--- config.mk ---
export PLATFORM = sky130hd
export DESIGN_NAME = sprs_route
export DESIGN_NICKNAME = d
export VERILOG_FILES = /design/src/include/sprs_pkg.sv /design/src/logic/sprs_uart_pair.sv /design/src/logic/sprs_route.sv
export SDC_FILE = /design/constraint.sdc
export NUM_CORES = 1
export LEC_CHECK = 0
export BUFFER_PORTS_ARGS = -buffer_cell sky130_fd_sc_hd__buf_4
export CAP_MARGIN = 5
export CORE_MARGIN = 5
export CORE_UTILIZATION = 50
export CTS_CLUSTER_SIZE = 30
export DETAILED_ROUTE_END_ITERATION = 12
export HOLD_SLACK_MARGIN = 0.05
export PLACE_DENSITY = 0.93
export SETUP_SLACK_MARGIN = 0.3
export SLEW_MARGIN = 10
export SYNTH_ARGS = -nofsm -noshare
export SYNTH_HDL_FRONTEND = slang
export SYNTH_SLANG_ARGS = --single-unit
export TNS_END_PERCENT = 20
--- constraint.sdc ---
create_clock -name i_clk -period 2.5 [get_ports i_clk]
set_clock_uncertainty 0.05 [all_clocks]
set_input_delay 0.25 -clock i_clk [delete_from_list [all_inputs] [get_ports i_clk]]
set_output_delay 0.25 -clock i_clk [all_outputs]
set_load 0.02 [all_outputs]
--- src/include/sprs_pkg.sv ---
/*
  Package for the serial pin route select block: register addresses, field
  positions, reset values and selector encodings.
  Assumes an 8-bit register port with a 12-bit byte address.
*/
package sprs_pkg;

  // Register addresses.
  localparam logic [11:0] ADDR_PB_READBACK  = 12'h018;
  localparam logic [11:0] ADDR_PB_OUT_TYPE  = 12'hf4c;
  localparam logic [11:0] ADDR_UART_SWAP    = 12'hf57;
  localparam logic [11:0] ADDR_ROUTE_SELECT = 12'hfcb;

  // Reset values.
  localparam logic [7:0] RST_PB_OUT_TYPE  = 8'h00;
  localparam logic [2:0] RST_UART_SWAP    = 3'h0;
  localparam logic [1:0] RST_TIMER_SEL    = 2'h0;
  localparam logic       RST_GROUP_SEL    = 1'b0;
  localparam logic [1:0] RST_CH1_SEL      = 2'h0;
  localparam logic [1:0] RST_CH0_SEL      = 2'h0;

  // Field positions in the route select register.
  localparam int ROUTE_CH0_LSB   = 0;
  localparam int ROUTE_CH1_LSB   = 2;
  localparam int ROUTE_GROUP_BIT = 4;
  localparam int ROUTE_TIMER_LSB = 6;

  // Field positions in the swap register.
  localparam int SWAP_UART0_BIT = 0;
  localparam int SWAP_UART1_BIT = 1;
  localparam int SWAP_UART2_BIT = 2;

  // Channel 0 function pairs.
  typedef enum logic [1:0] {
    SPRS_CH0_UART_BUS  = 2'b00,
    SPRS_CH0_UART_SIO  = 2'b01,
    SPRS_CH0_SIO_BUS   = 2'b10,
    SPRS_CH0_RESERVED  = 2'b11
  } sprs_ch0_t;

  // Timer capture input sources.
  typedef enum logic [1:0] {
    SPRS_TMR_PIN   = 2'b00,
    SPRS_TMR_UART0 = 2'b01,
    SPRS_TMR_UART1 = 2'b10,
    SPRS_TMR_UART2 = 2'b11
  } sprs_tmr_t;

  localparam logic [1:0] CH1_SIO      = 2'b10;
  localparam logic [1:0] CH1_RESERVED = 2'b11;

endpackage

--- src/logic/sprs_uart_pair.sv ---
/*
  Pin pair steering for one UART: places transmit and receive on a pin pair
  in default or swapped order.
  Assumes pin 0 carries transmit and pin 1 receive in the default order.
*/
`timescale 1ns/1ns
module sprs_uart_pair (
  // Control.
  input  wire logic       i_swap,
  // Pin pair levels.
  input  wire logic [1:0] i_pin,
  // Results.
  output logic [1:0]      o_tx_sel,
  output logic            o_rxd
);

  always_comb begin
    if (i_swap) begin
      o_tx_sel = 2'b10;
      o_rxd    = i_pin[0];
    end else begin
      o_tx_sel = 2'b01;
      o_rxd    = i_pin[1];
    end
  end

endmodule

--- src/logic/sprs_route.sv ---
/*
  Serial pin route select: registers and routing of channel 0, channel 1 and
  UART2 serial functions to port pins, shared interrupt latches, timer capture
  input selection and port B output type with pin read-back.
  Assumes synchronous pin inputs, the port direction and data registers held
  elsewhere, and software keeping the selection stable while units run.
*/
// Local design decision: the address-and-strobe port.
// Summary of operation
// - Read-back gives pin level unless bit is push-pull output, then zero.
// - Any two of three channel 0 functions run together; serial+bus needs the group bit clear.
// - Channel 1 connects either UART1 or clocked serial, never both.
// - Timer selector: pin, UART0, UART1 or UART2 receive pin.
// - Channel 0 selector: 00 UART+bus, 01 UART+serial, 10 serial+bus.
// - Shared latches carry whichever function the selection routes.
// - Nonzero timer selector uses the UART receive pin after swapping.
// - Each swap bit exchanges its UART's receive and transmit pins.
// - Swap register bits seven to three read as zero.
`timescale 1ns/1ns
module sprs_route (
  // Clock and reset.
  input  wire logic        i_clk,
  input  wire logic        i_rst_n,
  // Register port.
  input  wire logic [11:0] i_addr,
  input  wire logic [7:0]  i_wdata,
  input  wire logic        i_wr,
  input  wire logic        i_rd,
  output logic [7:0]       o_rdata,
  // Port B.
  input  wire logic [5:0]  i_pb_dir,
  input  wire logic [5:0]  i_pb_data,
  input  wire logic [5:0]  i_pb_pin,
  output logic [5:0]       o_pb_out,
  output logic [5:0]       o_pb_oe_n,
  // Port 2 pins and their plain port drive.
  input  wire logic [5:0]  i_p2_pin,
  input  wire logic [5:0]  i_p2_gpio_out,
  input  wire logic [5:0]  i_p2_gpio_oe_n,
  output logic [5:0]       o_p2_out,
  output logic [5:0]       o_p2_oe_n,
  // Port 9 pins and their plain port drive.
  input  wire logic [4:0]  i_p9_pin,
  input  wire logic [4:0]  i_p9_gpio_out,
  input  wire logic [4:0]  i_p9_gpio_oe_n,
  output logic [4:0]       o_p9_out,
  output logic [4:0]       o_p9_oe_n,
  // Timer capture.
  input  wire logic        i_timer_pin,
  output logic             o_timer_capture,
  // UART engines.
  input  wire logic        i_uart0_txd,
  input  wire logic        i_uart1_txd,
  input  wire logic        i_uart2_txd,
  output logic             o_uart0_rxd,
  output logic             o_uart1_rxd,
  output logic             o_uart2_rxd,
  // Clocked serial engines.
  input  wire logic        i_clocked_serial_ch0_so,
  input  wire logic        i_clocked_serial_ch0_sclk,
  input  wire logic        i_clocked_serial_ch1_so,
  input  wire logic        i_clocked_serial_ch1_sclk,
  output logic             o_clocked_serial_ch0_si,
  output logic             o_clocked_serial_ch1_si,
  // Two-wire bus engine.
  input  wire logic        i_i2c_sda_out,
  input  wire logic        i_i2c_scl_out,
  output logic             o_i2c_sda_in,
  output logic             o_i2c_scl_in,
  // Engine interrupt sources.
  input  wire logic        i_uart0_tx_irq,
  input  wire logic        i_uart0_rx_irq,
  input  wire logic        i_clocked_serial_ch0_irq,
  input  wire logic        i_i2c_irq,
  input  wire logic        i_uart1_tx_irq,
  input  wire logic        i_uart1_rx_irq,
  input  wire logic        i_clocked_serial_ch1_irq,
  // Shared interrupt latch requests.
  output logic             o_latch_tx0,
  output logic             o_latch_rx0_clocked_serial_ch0,
  output logic             o_latch_bus0_clocked_serial_ch0,
  output logic             o_latch_tx1,
  output logic             o_latch_rx1_clocked_serial_ch1,
  // Function enables.
  output logic             o_uart0_en,
  output logic             o_clocked_serial_ch0_en,
  output logic             o_i2c_en,
  output logic             o_uart1_en,
  output logic             o_clocked_serial_ch1_en
);

  logic [7:0] otype_reg;
  logic [2:0] swap_reg;
  logic [1:0] timer_sel_reg;
  logic       group_reg;
  logic [1:0] ch1_reg;
  sprs_pkg::sprs_ch0_t ch0_reg;

  logic       ch0_ok, uart0_on, clocked_serial_ch0_on, i2c_on, uart1_on, clocked_serial_ch1_on;
  logic [1:0] u0_pins, u0_tx_sel, u1_tx_sel, u2_tx_sel;
  logic       u0_rxd, u1_rxd, u2_rxd;
  logic [7:0] rdata_next;
  logic [5:0] pb_out_next, pb_oe_n_next, p2_out_next, p2_oe_n_next;
  logic [4:0] p9_out_next, p9_oe_n_next;
  logic       timer_next;

  // Returns {level, enable_n}; open drain drives only a low level.
  function automatic logic [1:0] drive_pin(input logic en, input logic od, input logic val);
    if (!en) begin
      drive_pin = 2'b01;
    end else if (od) begin
      drive_pin = {1'b0, val};
    end else begin
      drive_pin = {val, 1'b0};
    end
  endfunction

  always_ff @(posedge i_clk or negedge i_rst_n) begin
    if (!i_rst_n) begin
      otype_reg <= sprs_pkg::RST_PB_OUT_TYPE;
    end else if (i_wr && i_addr == sprs_pkg::ADDR_PB_OUT_TYPE) begin
      otype_reg <= i_wdata;
    end
  end

  always_ff @(posedge i_clk or negedge i_rst_n) begin
    if (!i_rst_n) begin
      swap_reg <= sprs_pkg::RST_UART_SWAP;
    end else if (i_wr && i_addr == sprs_pkg::ADDR_UART_SWAP) begin
      swap_reg <= i_wdata[2:0];
    end
  end

  always_ff @(posedge i_clk or negedge i_rst_n) begin
    if (!i_rst_n) begin
      timer_sel_reg <= sprs_pkg::RST_TIMER_SEL;
      group_reg     <= sprs_pkg::RST_GROUP_SEL;
      ch1_reg       <= sprs_pkg::RST_CH1_SEL;
      ch0_reg       <= sprs_pkg::sprs_ch0_t'(sprs_pkg::RST_CH0_SEL);
    end else if (i_wr && i_addr == sprs_pkg::ADDR_ROUTE_SELECT) begin
      timer_sel_reg <= i_wdata[sprs_pkg::ROUTE_TIMER_LSB +: 2];
      group_reg     <= i_wdata[sprs_pkg::ROUTE_GROUP_BIT];
      ch1_reg       <= i_wdata[sprs_pkg::ROUTE_CH1_LSB +: 2];
      ch0_reg       <= sprs_pkg::sprs_ch0_t'(i_wdata[sprs_pkg::ROUTE_CH0_LSB +: 2]);
    end
  end

  // Reserved codes connect nothing, so a bad write cannot drive two units.
  assign ch0_ok   = ch0_reg != sprs_pkg::SPRS_CH0_RESERVED
                    && !(ch0_reg == sprs_pkg::SPRS_CH0_SIO_BUS && group_reg);
  assign uart0_on = ch0_ok && ch0_reg != sprs_pkg::SPRS_CH0_SIO_BUS;
  assign i2c_on   = ch0_ok && ch0_reg != sprs_pkg::SPRS_CH0_UART_SIO;
  assign clocked_serial_ch0_on  = ch0_ok && ch0_reg != sprs_pkg::SPRS_CH0_UART_BUS;
  assign uart1_on = !ch1_reg[1];
  assign clocked_serial_ch1_on  = ch1_reg == sprs_pkg::CH1_SIO;
  assign u0_pins  = group_reg ? i_pb_pin[5:4] : i_p2_pin[1:0];

  sprs_uart_pair u_pair0 (
    .i_swap   (swap_reg[sprs_pkg::SWAP_UART0_BIT]),
    .i_pin    (u0_pins),
    .o_tx_sel (u0_tx_sel),
    .o_rxd    (u0_rxd)
  );
  sprs_uart_pair u_pair1 (
    .i_swap   (swap_reg[sprs_pkg::SWAP_UART1_BIT]),
    .i_pin    (i_p9_pin[1:0]),
    .o_tx_sel (u1_tx_sel),
    .o_rxd    (u1_rxd)
  );
  sprs_uart_pair u_pair2 (
    .i_swap   (swap_reg[sprs_pkg::SWAP_UART2_BIT]),
    .i_pin    (i_p9_pin[4:3]),
    .o_tx_sel (u2_tx_sel),
    .o_rxd    (u2_rxd)
  );

  // Pin drive for all three ports.
  always_comb begin
    p2_out_next  = i_p2_gpio_out;
    p2_oe_n_next = i_p2_gpio_oe_n;
    p9_out_next  = i_p9_gpio_out;
    p9_oe_n_next = i_p9_gpio_oe_n;
    for (int i = 0; i < 6; i++) begin
      {pb_out_next[i], pb_oe_n_next[i]} = drive_pin(i_pb_dir[i], otype_reg[i], i_pb_data[i]);
    end
    for (int k = 0; k < 2; k++) begin
      if (uart0_on && group_reg) begin
        {pb_out_next[4+k], pb_oe_n_next[4+k]} =
          drive_pin(u0_tx_sel[k], otype_reg[4+k], i_uart0_txd);
      end else if (uart0_on) begin
        {p2_out_next[k], p2_oe_n_next[k]} = drive_pin(u0_tx_sel[k], 1'b0, i_uart0_txd);
      end
      if (uart1_on) begin
        {p9_out_next[k], p9_oe_n_next[k]} = drive_pin(u1_tx_sel[k], 1'b0, i_uart1_txd);
      end
      {p9_out_next[3+k], p9_oe_n_next[3+k]} = drive_pin(u2_tx_sel[k], 1'b0, i_uart2_txd);
    end
    if (clocked_serial_ch0_on && ch0_reg == sprs_pkg::SPRS_CH0_SIO_BUS) begin
      {p2_out_next[0], p2_oe_n_next[0]} = drive_pin(1'b1, 1'b0, i_clocked_serial_ch0_so);
      {p2_out_next[1], p2_oe_n_next[1]} = 2'b01;
      {p2_out_next[2], p2_oe_n_next[2]} = drive_pin(1'b1, 1'b0, i_clocked_serial_ch0_sclk);
    end
    if (clocked_serial_ch0_on && ch0_reg == sprs_pkg::SPRS_CH0_UART_SIO) begin
      {p2_out_next[3], p2_oe_n_next[3]} = drive_pin(1'b1, 1'b0, i_clocked_serial_ch0_so);
      {p2_out_next[4], p2_oe_n_next[4]} = 2'b01;
      {p2_out_next[5], p2_oe_n_next[5]} = drive_pin(1'b1, 1'b0, i_clocked_serial_ch0_sclk);
    end
    if (i2c_on) begin
      {p2_out_next[3], p2_oe_n_next[3]} = drive_pin(1'b1, 1'b1, i_i2c_sda_out);
      {p2_out_next[4], p2_oe_n_next[4]} = drive_pin(1'b1, 1'b1, i_i2c_scl_out);
    end
    if (clocked_serial_ch1_on) begin
      {p9_out_next[0], p9_oe_n_next[0]} = drive_pin(1'b1, 1'b0, i_clocked_serial_ch1_so);
      {p9_out_next[1], p9_oe_n_next[1]} = 2'b01;
      {p9_out_next[2], p9_oe_n_next[2]} = drive_pin(1'b1, 1'b0, i_clocked_serial_ch1_sclk);
    end
  end

  always_ff @(posedge i_clk or negedge i_rst_n) begin
    if (!i_rst_n) begin
      o_pb_out  <= 6'h00;
      o_pb_oe_n <= 6'h3f;
      o_p2_out  <= 6'h00;
      o_p2_oe_n <= 6'h3f;
      o_p9_out  <= 5'h00;
      o_p9_oe_n <= 5'h1f;
    end else begin
      o_pb_out  <= pb_out_next;
      o_pb_oe_n <= pb_oe_n_next;
      o_p2_out  <= p2_out_next;
      o_p2_oe_n <= p2_oe_n_next;
      o_p9_out  <= p9_out_next;
      o_p9_oe_n <= p9_oe_n_next;
    end
  end

  // The receive pin follows the swap bit, so the timer sees the same pin.
  always_comb begin
    unique case (sprs_pkg::sprs_tmr_t'(timer_sel_reg))
      sprs_pkg::SPRS_TMR_PIN:   timer_next = i_timer_pin;
      sprs_pkg::SPRS_TMR_UART0: timer_next = u0_rxd;
      sprs_pkg::SPRS_TMR_UART1: timer_next = u1_rxd;
      sprs_pkg::SPRS_TMR_UART2: timer_next = u2_rxd;
    endcase
  end

  // Unconnected engine inputs idle high so a receiver sees no start bit.
  always_ff @(posedge i_clk or negedge i_rst_n) begin
    if (!i_rst_n) begin
      o_timer_capture <= 1'b0;
      o_uart0_rxd     <= 1'b1;
      o_uart1_rxd     <= 1'b1;
      o_uart2_rxd     <= 1'b1;
      o_clocked_serial_ch0_si       <= 1'b1;
      o_clocked_serial_ch1_si       <= 1'b1;
      o_i2c_sda_in    <= 1'b1;
      o_i2c_scl_in    <= 1'b1;
    end else begin
      o_timer_capture <= timer_next;
      o_uart0_rxd     <= uart0_on ? u0_rxd : 1'b1;
      o_uart1_rxd     <= uart1_on ? u1_rxd : 1'b1;
      o_uart2_rxd     <= u2_rxd;
      o_clocked_serial_ch0_si       <= !clocked_serial_ch0_on ? 1'b1 :
                         (ch0_reg == sprs_pkg::SPRS_CH0_UART_SIO ? i_p2_pin[4] : i_p2_pin[1]);
      o_clocked_serial_ch1_si       <= clocked_serial_ch1_on ? i_p9_pin[1] : 1'b1;
      o_i2c_sda_in    <= i2c_on ? i_p2_pin[3] : 1'b1;
      o_i2c_scl_in    <= i2c_on ? i_p2_pin[4] : 1'b1;
    end
  end

  always_ff @(posedge i_clk or negedge i_rst_n) begin
    if (!i_rst_n) begin
      o_latch_tx0       <= 1'b0;
      o_latch_rx0_clocked_serial_ch0  <= 1'b0;
      o_latch_bus0_clocked_serial_ch0 <= 1'b0;
      o_latch_tx1       <= 1'b0;
      o_latch_rx1_clocked_serial_ch1  <= 1'b0;
      o_uart0_en        <= 1'b0;
      o_clocked_serial_ch0_en         <= 1'b0;
      o_i2c_en          <= 1'b0;
      o_uart1_en        <= 1'b0;
      o_clocked_serial_ch1_en         <= 1'b0;
    end else begin
      o_latch_tx0       <= uart0_on && i_uart0_tx_irq;
      o_latch_rx0_clocked_serial_ch0  <= uart0_on ? i_uart0_rx_irq : (clocked_serial_ch0_on && i_clocked_serial_ch0_irq);
      o_latch_bus0_clocked_serial_ch0 <= i2c_on ? i_i2c_irq : (clocked_serial_ch0_on && i_clocked_serial_ch0_irq);
      o_latch_tx1       <= uart1_on && i_uart1_tx_irq;
      o_latch_rx1_clocked_serial_ch1  <= uart1_on ? i_uart1_rx_irq : (clocked_serial_ch1_on && i_clocked_serial_ch1_irq);
      o_uart0_en        <= uart0_on;
      o_clocked_serial_ch0_en         <= clocked_serial_ch0_on;
      o_i2c_en          <= i2c_on;
      o_uart1_en        <= uart1_on;
      o_clocked_serial_ch1_en         <= clocked_serial_ch1_on;
    end
  end

  always_comb begin
    unique case (i_addr)
      sprs_pkg::ADDR_PB_READBACK:  rdata_next = {2'h0, i_pb_pin & (~i_pb_dir | otype_reg[5:0])};
      sprs_pkg::ADDR_PB_OUT_TYPE:  rdata_next = otype_reg;
      sprs_pkg::ADDR_UART_SWAP:    rdata_next = {5'h00, swap_reg};
      sprs_pkg::ADDR_ROUTE_SELECT: rdata_next = {timer_sel_reg, 1'b0, group_reg, ch1_reg, ch0_reg};
      default:                     rdata_next = 8'h00;
    endcase
  end

  always_ff @(posedge i_clk or negedge i_rst_n) begin
    if (!i_rst_n) begin
      o_rdata <= 8'h00;
    end else begin
      o_rdata <= i_rd ? rdata_next : 8'h00;
    end
  end
endmodule

-- Yosys cells after proc, flatten, opt, wreduce, memory -nomap -nowiden
Index checks and enable logic that the tools add are counted.
- equal/unequal tests: 13
- reduce and logical (&&, ||, !) cells: 19
- mux-type cells: 66
- bitwise operators: 3
- operators with widths (cell ; number):
    2-bit two-way mux ; 28
    12-bit == test (second input constant) ; 3
    8-bit one-hot mux with 4 select lines ; 1
    1-bit two-way mux ; 29
    3-bit two-way mux ; 6
    1-bit logical AND ; 15
    12-bit by 5-bit == test with 1-bit output (second input constant) ; 1
    2-bit == test (second input constant) ; 4
    8-bit two-way mux ; 1
    6-bit AND ; 1
    6-bit NOT ; 1
    6-bit OR ; 1
    2-bit by 1-bit == test with 1-bit output (second input constant) ; 2
    2-bit inequality test (second input constant) ; 2
    1-bit one-hot mux with 4 select lines ; 1
    1-bit logical NOT ; 2
    2-bit logical NOT ; 1
    2-bit by 1-bit inequality test with 1-bit output (second input constant) ; 1
    2-bit nonzero test ; 1
- register bits: 78
- output and inout port bits: 60
- input port bits: 92

-- Logic depth before layout (Yosys ltp)
Gate-level depths: netlist of run 1.
- depth after elaboration: 8
- gate-level depth with buffers: 5
- gate-level depth less buffers: 4

-- Modules after synthesis
From an unflattened synthesis of run 1, not the netlist that was laid out.
- cell total of the unflattened synthesis: 262
- area total of the unflattened synthesis: 3275.6 µm²
- modules (own cells, without submodules) (module ; times used ; area an instance (µm²) ; cells an instance):
    sprs_route ; 1 ; 3196.8 ; 253
    sprs_uart_pair ; 3 ; 26.3 ; 3

-- Least setup slack after synthesis of run 1
OpenSTA, ideal clock, no wires.
- path type: input port to flip-flop
- from: input i_addr[5]
- to: register ch0_reg[0]
- data arrival time: 1.588 ns
- cell stages on the path: 4
- path slack: 0.737 ns
- path buffers: 0
- data required time: 2.325 ns
- cells stage by stage: or3b_4 nor4_4 nand2_2 mux2_2
- cells in the longest elaborated chain, start to end: 2
- RTL lines (what ; line ; RTL):
    from (decl) ; sprs_route.sv:25 ; input wire logic [11:0] i_addr,
    12-bit == test ; sprs_route.sv:140 ; end else if (i_wr && i_addr == sprs_pkg::ADDR_ROUTE_SELECT) begin
    1-bit logical AND ; sprs_route.sv:140 ;
    to (signal assigned) ; sprs_route.sv:139 ; ch0_reg <= sprs_pkg::sprs_ch0_t'(sprs_pkg::RST_CH0_SEL);
    to (signal assigned) ; sprs_route.sv:144 ; ch0_reg <= sprs_pkg::sprs_ch0_t'(i_wdata[sprs_pkg::ROUTE_CH0_LSB +: 2]);
    to (decl) ; sprs_route.sv:97 ; sprs_pkg::sprs_ch0_t ch0_reg;
No other way between the ends.
A chain may end at the register's enable or synchronous reset.

-- Worst setup path after layout of run 1
- from: register group_reg
- to: register o_pb_oe_n[4]
- cells in the longest elaborated chain, start to end: 6
- RTL lines (what ; line ; RTL):
    from (decl) ; sprs_route.sv:95 ; logic group_reg;
    from (signal assigned) ; sprs_route.sv:137 ; group_reg <= sprs_pkg::RST_GROUP_SEL;
    from (signal assigned) ; sprs_route.sv:142 ; group_reg <= i_wdata[sprs_pkg::ROUTE_GROUP_BIT];
    1-bit logical AND ; sprs_route.sv:150 ; && !(ch0_reg == sprs_pkg::SPRS_CH0_SIO_BUS && group_reg);
    1-bit logical NOT ; sprs_route.sv:150 ;
    1-bit logical AND ; sprs_route.sv:150 ;
    1-bit logical AND ; sprs_route.sv:151 ; assign uart0_on = ch0_ok && ch0_reg != sprs_pkg::SPRS_CH0_SIO_BUS;
    1-bit logical AND (*) ; sprs_route.sv:187 ; if (uart0_on && group_reg) begin
    1-bit two-way mux (*) ; sprs_route.sv:187 ;
    net pb_oe_n_next[4] ; sprs_route.sv:103 ; logic [5:0] pb_out_next, pb_oe_n_next, p2_out_next, p2_oe_n_next;
    to (signal assigned) ; sprs_route.sv:229 ; o_pb_oe_n <= pb_oe_n_next;
    to (decl) ; sprs_route.sv:35 ; output logic [5:0] o_pb_oe_n,
The timed path passes the listed nets; every way through them passes the cells marked *.

==> flow_metrics.py, run 1 <==
metrics = {
    "outcome": {
        "status": "finished, final reports clean",
    },
    "yosys": {
        "synth-edff-count": 0,
        "async_flop_share_pct": 100,
        "ys_ff_latch": 78,
        "yosys.cell_count.top_type": "dfrtp_1",
        "ys.flop_type": "dfrtp_1",
        "netlist_area_sq_um": 3200,
        "synth-seq-area-share_pct": 61.9,
        "synth_area_per_cell_sq_um": 12.6,
        "postSynthCellCount": 254,
        "synth_area_leaders": "dfrtp_1 (42%), dfstp_2 (20%), mux2_2 (8.8%), nand2_1 (3.4%), nor2b_1 (2.3%)",
        "synth_top_area_cell": "dfrtp_1",
        "synth_warnings": 0,
        "synthDistinctLibCells": 41,
        "synth_nets": 346,
        "synth_top_cell_area_share_pct": 42.2,
        "synth_commonest_cells": "dfrtp_1 (54), nand2_1 (29), mux2_2 (25)",
    },
    "worst_setup_path": {
        "arrival_ns": 2.11,
        "path_delay_family": "flip-flops",
        "r2r_slack_ns": 0.60,
        "endpoint_kind": "register",
        "cp_num_buf_inv": 0,
        "critPathKind": "register to register",
        "reg2reg_depth": 3,
        "slowest_stage": "dfrtp_1",
        "timing.rr.end": "o_pb_oe_n[4]",
        "reg2reg_from": "group_reg",
        "critPathRequiredTime_ns": 2.72,
        "crit_path_start_kind": "register",
        "critPathMaxFanout": 13,
        "cpPeakStageDelay_ns": 0.61,
        "crit_path_cell_trace": "nor2b_1 > mux2_2 > a221o_1",
    },
    "timing": {
        "fmax_ghz": 0.527,
        "period_minus_slack_ns": 1.90,
        "tns_ns": 0,
        "slew_viol_final": 0,
        "worst_slew_pin_slew_ns": 1.06,
        "period_share_pct": 75.9,
        "setup_violations": 0,
        "hold_viol": 0,
        "rsz0062_at_grt": "no",
        "worst_slack_ns": 0.603,
        "slew_headroom_pct": 28.3,
    },
    "power_and_ir_drop": {
        "p_per_area_nw_per_um2": 519,
        "total_power_mw": 2.42,
        "leakagePower_nw": 2.31,
        "vdd.ir_drop.worst_mv": 0.309,
    },
    "global_route": {
        "overflow": 0,
        "grt_usage_pct": 21.5,
        "grt_max_degree": 79,
        "antenna_found_initial": 0,
        "grt_pass1_vias": 2858,
        "grt_pass1_wl_um": 14300,
    },
    "hold_path": {
        "hold_path.class": "input pin to register",
        "min_from": "i_pb_data[1]",
        "worstHoldEndpoint": "o_pb_oe_n[1]",
        "hold_depth": 3,
    },
    "cts": {
        "clk_latency_ns": 0.34,
        "cts_setup_buffers": 0,
        "h-tree-depth": 3,
        "cts_root_buf": "clkbuf_8",
        "tritoncts": "built",
        "clockBufferDepth": 2,
        "clkTransAtPathRegs_ns": 0.08,
        "cts_hold_buf": 9,
        "cts_num_sinks": 78,
        "numCtsBuffers": 9,
        "cts_repair_resize_count": 0,
    },
    "floorplan": {
        "die_x_um": 90.0,
        "core_region_area_sq_um": 6280,
        "die_h_um": 90.0,
        "dieArea_sq_um": 8100,
        "io_pins": 152,
        "num_rows": 29,
        "start_util_pct": 51.0,
    },
    "detailed_routing": {
        "drtAntennaViolNets": 0,
        "drc": 0,
        "totalWireLength_um": 8500,
        "firstDrtPassIters": 5,
        "vias_per_cell": 5.24,
        "routedWlPerCell_um": 17.0,
        "drt_iter0_drc": 139,
        "num_vias": 2621,
    },
    "job": {
        "cap_violations": 0,
    },
    "cells_and_area": {
        "nNetsFinal": 510,
        "fill_cells": 441,
        "drive_gt1_share_pct": 52.7,
        "syn2layout_area_growth_pct": 45.7,
        "insertedDiodeCount": 0,
    },
    "placed_design": {
        "routabilityCongestion": 0.784,
        "dp_hpwl_um": 6430,
        "post-place-ws_ns": 0.338,
        "port_buffers": 144,
    },
}
worst reg2reg max path: cells and delay by family (launching register included):
kind             cells  cell delay (ns)
AND/OR/NAND/NOR      1             0.48
flip-flops           1             0.61
AO/OA/AOI/OAI        1             0.30
multiplexers         1             0.39
metal layers:
metal	track usage, %	wire length (um)
met1	26.7	3290
met2	35.4	4330
met3	7.10	722
met4	7.44	155
met5	0	0
stage by stage:
stage / hold slack, ns / cell area (sq um) / instances / utilization (%)
global route: 0.0570 / 4660 / 500 / 74.3
global placement: 0.334 / 4400 / 474 / 70.0
floorplan: -0.0956 / 3200 / 254 / -
CTS: 0.0514 / 4650 / 499 / 74.1
detailed placement: 0.343 / 4400 / 474 / 70.0
finish: 0.0717 / 4660 / 500 / 74.3
placed cells by master (no fill, tap or decap), types with 8 or more instances in the layout:
| cell type | n |
|---|---|
| a21oi_1 | 8 |
| buf_4 | 150 |
| clkbuf_8 | 9 |
| dfrtp_1 | 54 |
| dfstp_2 | 24 |
| dlygate4sd3_1 | 10 |
| inv_1 | 9 |
| mux2_2 | 25 |
| nand2_1 | 29 |
| nor2_1 | 12 |
| nor2b_1 | 12 |
| o21ai_0 | 8 |
kinds of logic after synthesis:
group | after synthesis | share of synthesized area, %
AND/OR/NAND/NOR | 89 | 15.9
flip-flops | 78 | 61.9
AO/OA/AOI/OAI | 43 | 9.77
multiplexers | 28 | 10.5
buffers and inverters | 16 | 1.88
report_power, final:
group	internal (mW)	total, mW	switching, mW	leakage [nW]
Sequential	1.30	1.31	0.0101	0.956
Clock	0.357	0.815	0.458	0.0820
Combinational	0.161	0.296	0.134	1.27
cell type report:
class | count | area (sq um) | share of cell area (%)
clock buffers | 10 | 128 | 2.74
clock inverters | 6 | 38.8 | 0.832
inverters | 9 | 33.8 | 0.724
multi-input cells | 160 | 1160 | 24.8
flip-flops and latches | 78 | 1980 | 42.5
well taps | 77 | 96.3 | 2.07
repair buffers | 160 | 1230 | 26.3
worst max-delay path by stage:
stage / startpoint / end / slack [ns] / cells after the start
6_report: group_reg / o_pb_oe_n[4] / 0.60 / 3
5_1_grt: group_reg / o_pb_oe_n[5] / 0.50 / 3
4_1_cts: group_reg / o_pb_oe_n[5] / 0.62 / 3
3_5_place_dp: i_addr[5] / ch1_reg[1] / 0.34 / 5
3_3_place_gp: i_addr[5] / ch0_reg[1] / 0.41 / 5
2_1_floorplan: i_addr[5] / ch0_reg[0] / 0.74 / 4
No activity file was read; power rests on OpenSTA's default activity.
==> run 2, diff against run 1 <==
ABC_AREA = 1   (was default)
CORE_UTILIZATION = 43   (was 50)
PLACE_DENSITY = 0.84   (was 0.93)
clock period = 1.7 ns   (was 2.5 ns; I/O delays follow)
==> flow_metrics.py, run 2 <==
metrics = {
    "detailed_routing": {
        "vias_per_cell": 4.78,
        "totalWireLength_um": 10200,
        "drc": 0,
        "routedWlPerCell_um": 14.6,
        "drt_iter0_drc": 107,
        "num_vias": 3363,
        "drtAntennaViolNets": 0,
        "firstDrtPassIters": 4,
    },
    "yosys": {
        "async_flop_share_pct": 100,
        "synth-seq-area-share_pct": 56.5,
        "yosys.cell_count.top_type": "nand2_1",
        "synth_warnings": 0,
        "ys_ff_latch": 78,
        "synth_area_leaders": "dfrtp_1 (39%), dfstp_2 (18%), nand2_1 (8.3%), inv_1 (6.1%), nor2_1 (4.8%)",
        "netlist_area_sq_um": 3510,
        "synth_commonest_cells": "nand2_1 (78), inv_1 (57), dfrtp_1 (54)",
        "synth_top_cell_area_share_pct": 38.5,
        "synth_top_area_cell": "dfrtp_1",
        "synthDistinctLibCells": 38,
        "ys.flop_type": "dfrtp_1",
        "synth_nets": 473,
        "synth_area_per_cell_sq_um": 9.21,
        "postSynthCellCount": 381,
        "synth-edff-count": 0,
    },
    "power_and_ir_drop": {
        "swShare_pct": 24.1,
        "p_per_area_nw_per_um2": 732,
        "switchingPower_mw": 0.972,
        "power_frac_clock_pct": 37.8,
        "p_int_mw": 3.07,
        "p_comb_share_pct": 14.3,
        "vdd.ir_drop.worst_mv": 0.372,
        "leakagePower_nw": 2.79,
        "pwr-share-seq_pct": 47.9,
    },
    "timing": {
        "rsz0062_at_grt": "yes",
        "period_share_pct": 79.3,
        "slew_viol_final": 0,
        "fmax_ghz": 0.742,
        "worst_slack_ns": 0.352,
        "setup_violations": 0,
        "slew_headroom_pct": 71.1,
        "tns_ns": 0,
        "hold_viol": 0,
        "period_minus_slack_ns": 1.35,
        "worst_slew_pin_slew_ns": 0.433,
    },
    "global_route": {
        "grt_pass1_wl_um": 17000,
        "overflow": 0,
        "grt_max_degree": 40,
        "grt_usage_pct": 21.4,
        "antenna_found_initial": 0,
        "grt_pass1_vias": 3565,
    },
    "worst_setup_path": {
        "path_delay_family": "buffers and inverters",
        "cp_num_buf_inv": 2,
        "critPathMaxFanout": 3,
        "crit_path_start_kind": "register",
        "crit_path_cell_trace": "inv_1 > o21ai_0 > dlygate4sd3_1",
        "slowest_stage": "dlygate4sd3_1",
        "critPathRequiredTime_ns": 1.93,
        "cpPeakStageDelay_ns": 0.58,
        "critPathKind": "register to register",
        "arrival_ns": 1.58,
        "endpoint_kind": "register",
    },
    "cells_and_area": {
        "nNetsFinal": 685,
        "layout_common_cells": "buf_4 (150), nand2_1 (77), inv_1 (57)",
        "mostFrequentLayoutCell": "buf_4",
        "syn2layout_area_growth_pct": 57.1,
        "fill_cells": 607,
        "multi_input_area_sq_um": 1240,
        "drive_gt1_share_pct": 39.8,
        "insertedDiodeCount": 0,
        "regArea_sq_um": 1980,
    },
    "placed_design": {
        "post-place-ws_ns": 0.298,
        "dp_hpwl_um": 7320,
        "routabilityCongestion": 0.861,
        "port_buffers": 144,
    },
    "job": {
        "cap_violations": 0,
    },
    "floorplan": {
        "io_pins": 152,
        "start_util_pct": 43.4,
        "die_x_um": 100,
        "num_rows": 33,
        "core_region_area_sq_um": 8090,
        "die_h_um": 100,
        "dieArea_sq_um": 10100,
    },
    "cts": {
        "cts_num_sinks": 78,
        "tritoncts": "built",
        "clk_latency_ns": 0.34,
        "clkTransAtPathRegs_ns": 0.08,
        "h-tree-depth": 3,
        "clockBufferDepth": 2,
        "cts_root_buf": "clkbuf_8",
        "numCtsBuffers": 9,
    },
    "hold_path": {
        "hold_path.class": "input pin to register",
    },
    "outcome": {
        "status": "finished, final reports clean",
    },
}
-- run 2: stage by stage --
step / area [sq um] / instances / power [mW] / hold slack [ns] / util, %
final: 5510 / 703 / 4.04 / 0.0665 / 68.1
after global routing: 5510 / 703 / 4.21 / 0.0657 / 68.1
after CTS: 5490 / 701 / 4.07 / 0.0519 / 67.9
after detailed placement: 4720 / 630 / 2.44 / 0.0924 / 58.3
after global placement: 4720 / 630 / 2.42 / 0.0851 / 58.3
after floorplan: 3510 / 381 / 2.13 / -0.176 / -
-- run 2: what timing repair did --
item | 4_1_cts | 5_1_grt
hold buffers | 55 | 1
hold endpoints to repair | 72 | 1
setup endpoints to repair | 1 | 8
resized for setup | 1 | 2
buffers inserted | 0 | 1
-- run 2: kinds of logic (layout without fill, tap and decap cells) --
group	after synthesis	count (layout)	synth area share, %
simple gates	176	176	23.6
flops	78	78	56.5
buf+inv	67	284	8.20
compound gates	60	60	11.7
-- run 2: cell type report --
class | instances | share of cell area [%]
repair buffers | 207 | 31.0
multi-input cells | 236 | 22.5
inverters | 61 | 4.15
clock inverters | 6 | 1.68
well taps | 105 | 2.38
clock buffers | 10 | 2.31
flip-flops and latches | 78 | 36.0
-- run 2: path summary, 6_finish.rpt --
| kind | start | to | slack [ns] | cells after the start |
|---|---|---|---|---|
| max reg2reg | otype_reg[1] | o_pb_oe_n[1] | 0.35 | 3 |
| min | i_p9_pin[0] | o_uart1_rxd | 0.07 | 3 |
| max | otype_reg[1] | o_pb_oe_n[1] | 0.35 | 3 |
| min reg2reg | swap_reg[2] | o_p9_oe_n[3] | 0.43 | 0 |
| min in group asynchronous | i_rst_n | o_pb_out[3] | 0.26 | 2 |
| max in group asynchronous | i_rst_n | o_uart0_rxd | 0.74 | 3 |
-- run 2: power groups by stage --
stage	Sequential (mW)	Clock [mW]	Combinational [mW]
6_report	1.93	1.53	0.577
5_1_grt	1.94	1.64	0.628
4_1_cts	1.93	1.56	0.572
3_5_place_dp	1.97	0	0.470
3_3_place_gp	1.97	0	0.456
2_1_floorplan	2.03	0	0.106
-- run 2: worst min-delay path: stages --
cell and delay [ns]:
buf_4 0.07, o21ai_0 0.11, nand2_1 0.08
-- run 2: per-layer routing --
| layer | up-vias | global-route usage (%) | wire length [um] |
|---|---|---|---|
| li1 | 1628 | - | - |
| met4 | 0 | 6.11 | 142 |
| met5 | - | 0 | 0 |
| met1 | 1577 | 24.5 | 3910 |
| met2 | 141 | 40.1 | 5520 |
| met3 | 17 | 4.10 | 676 |
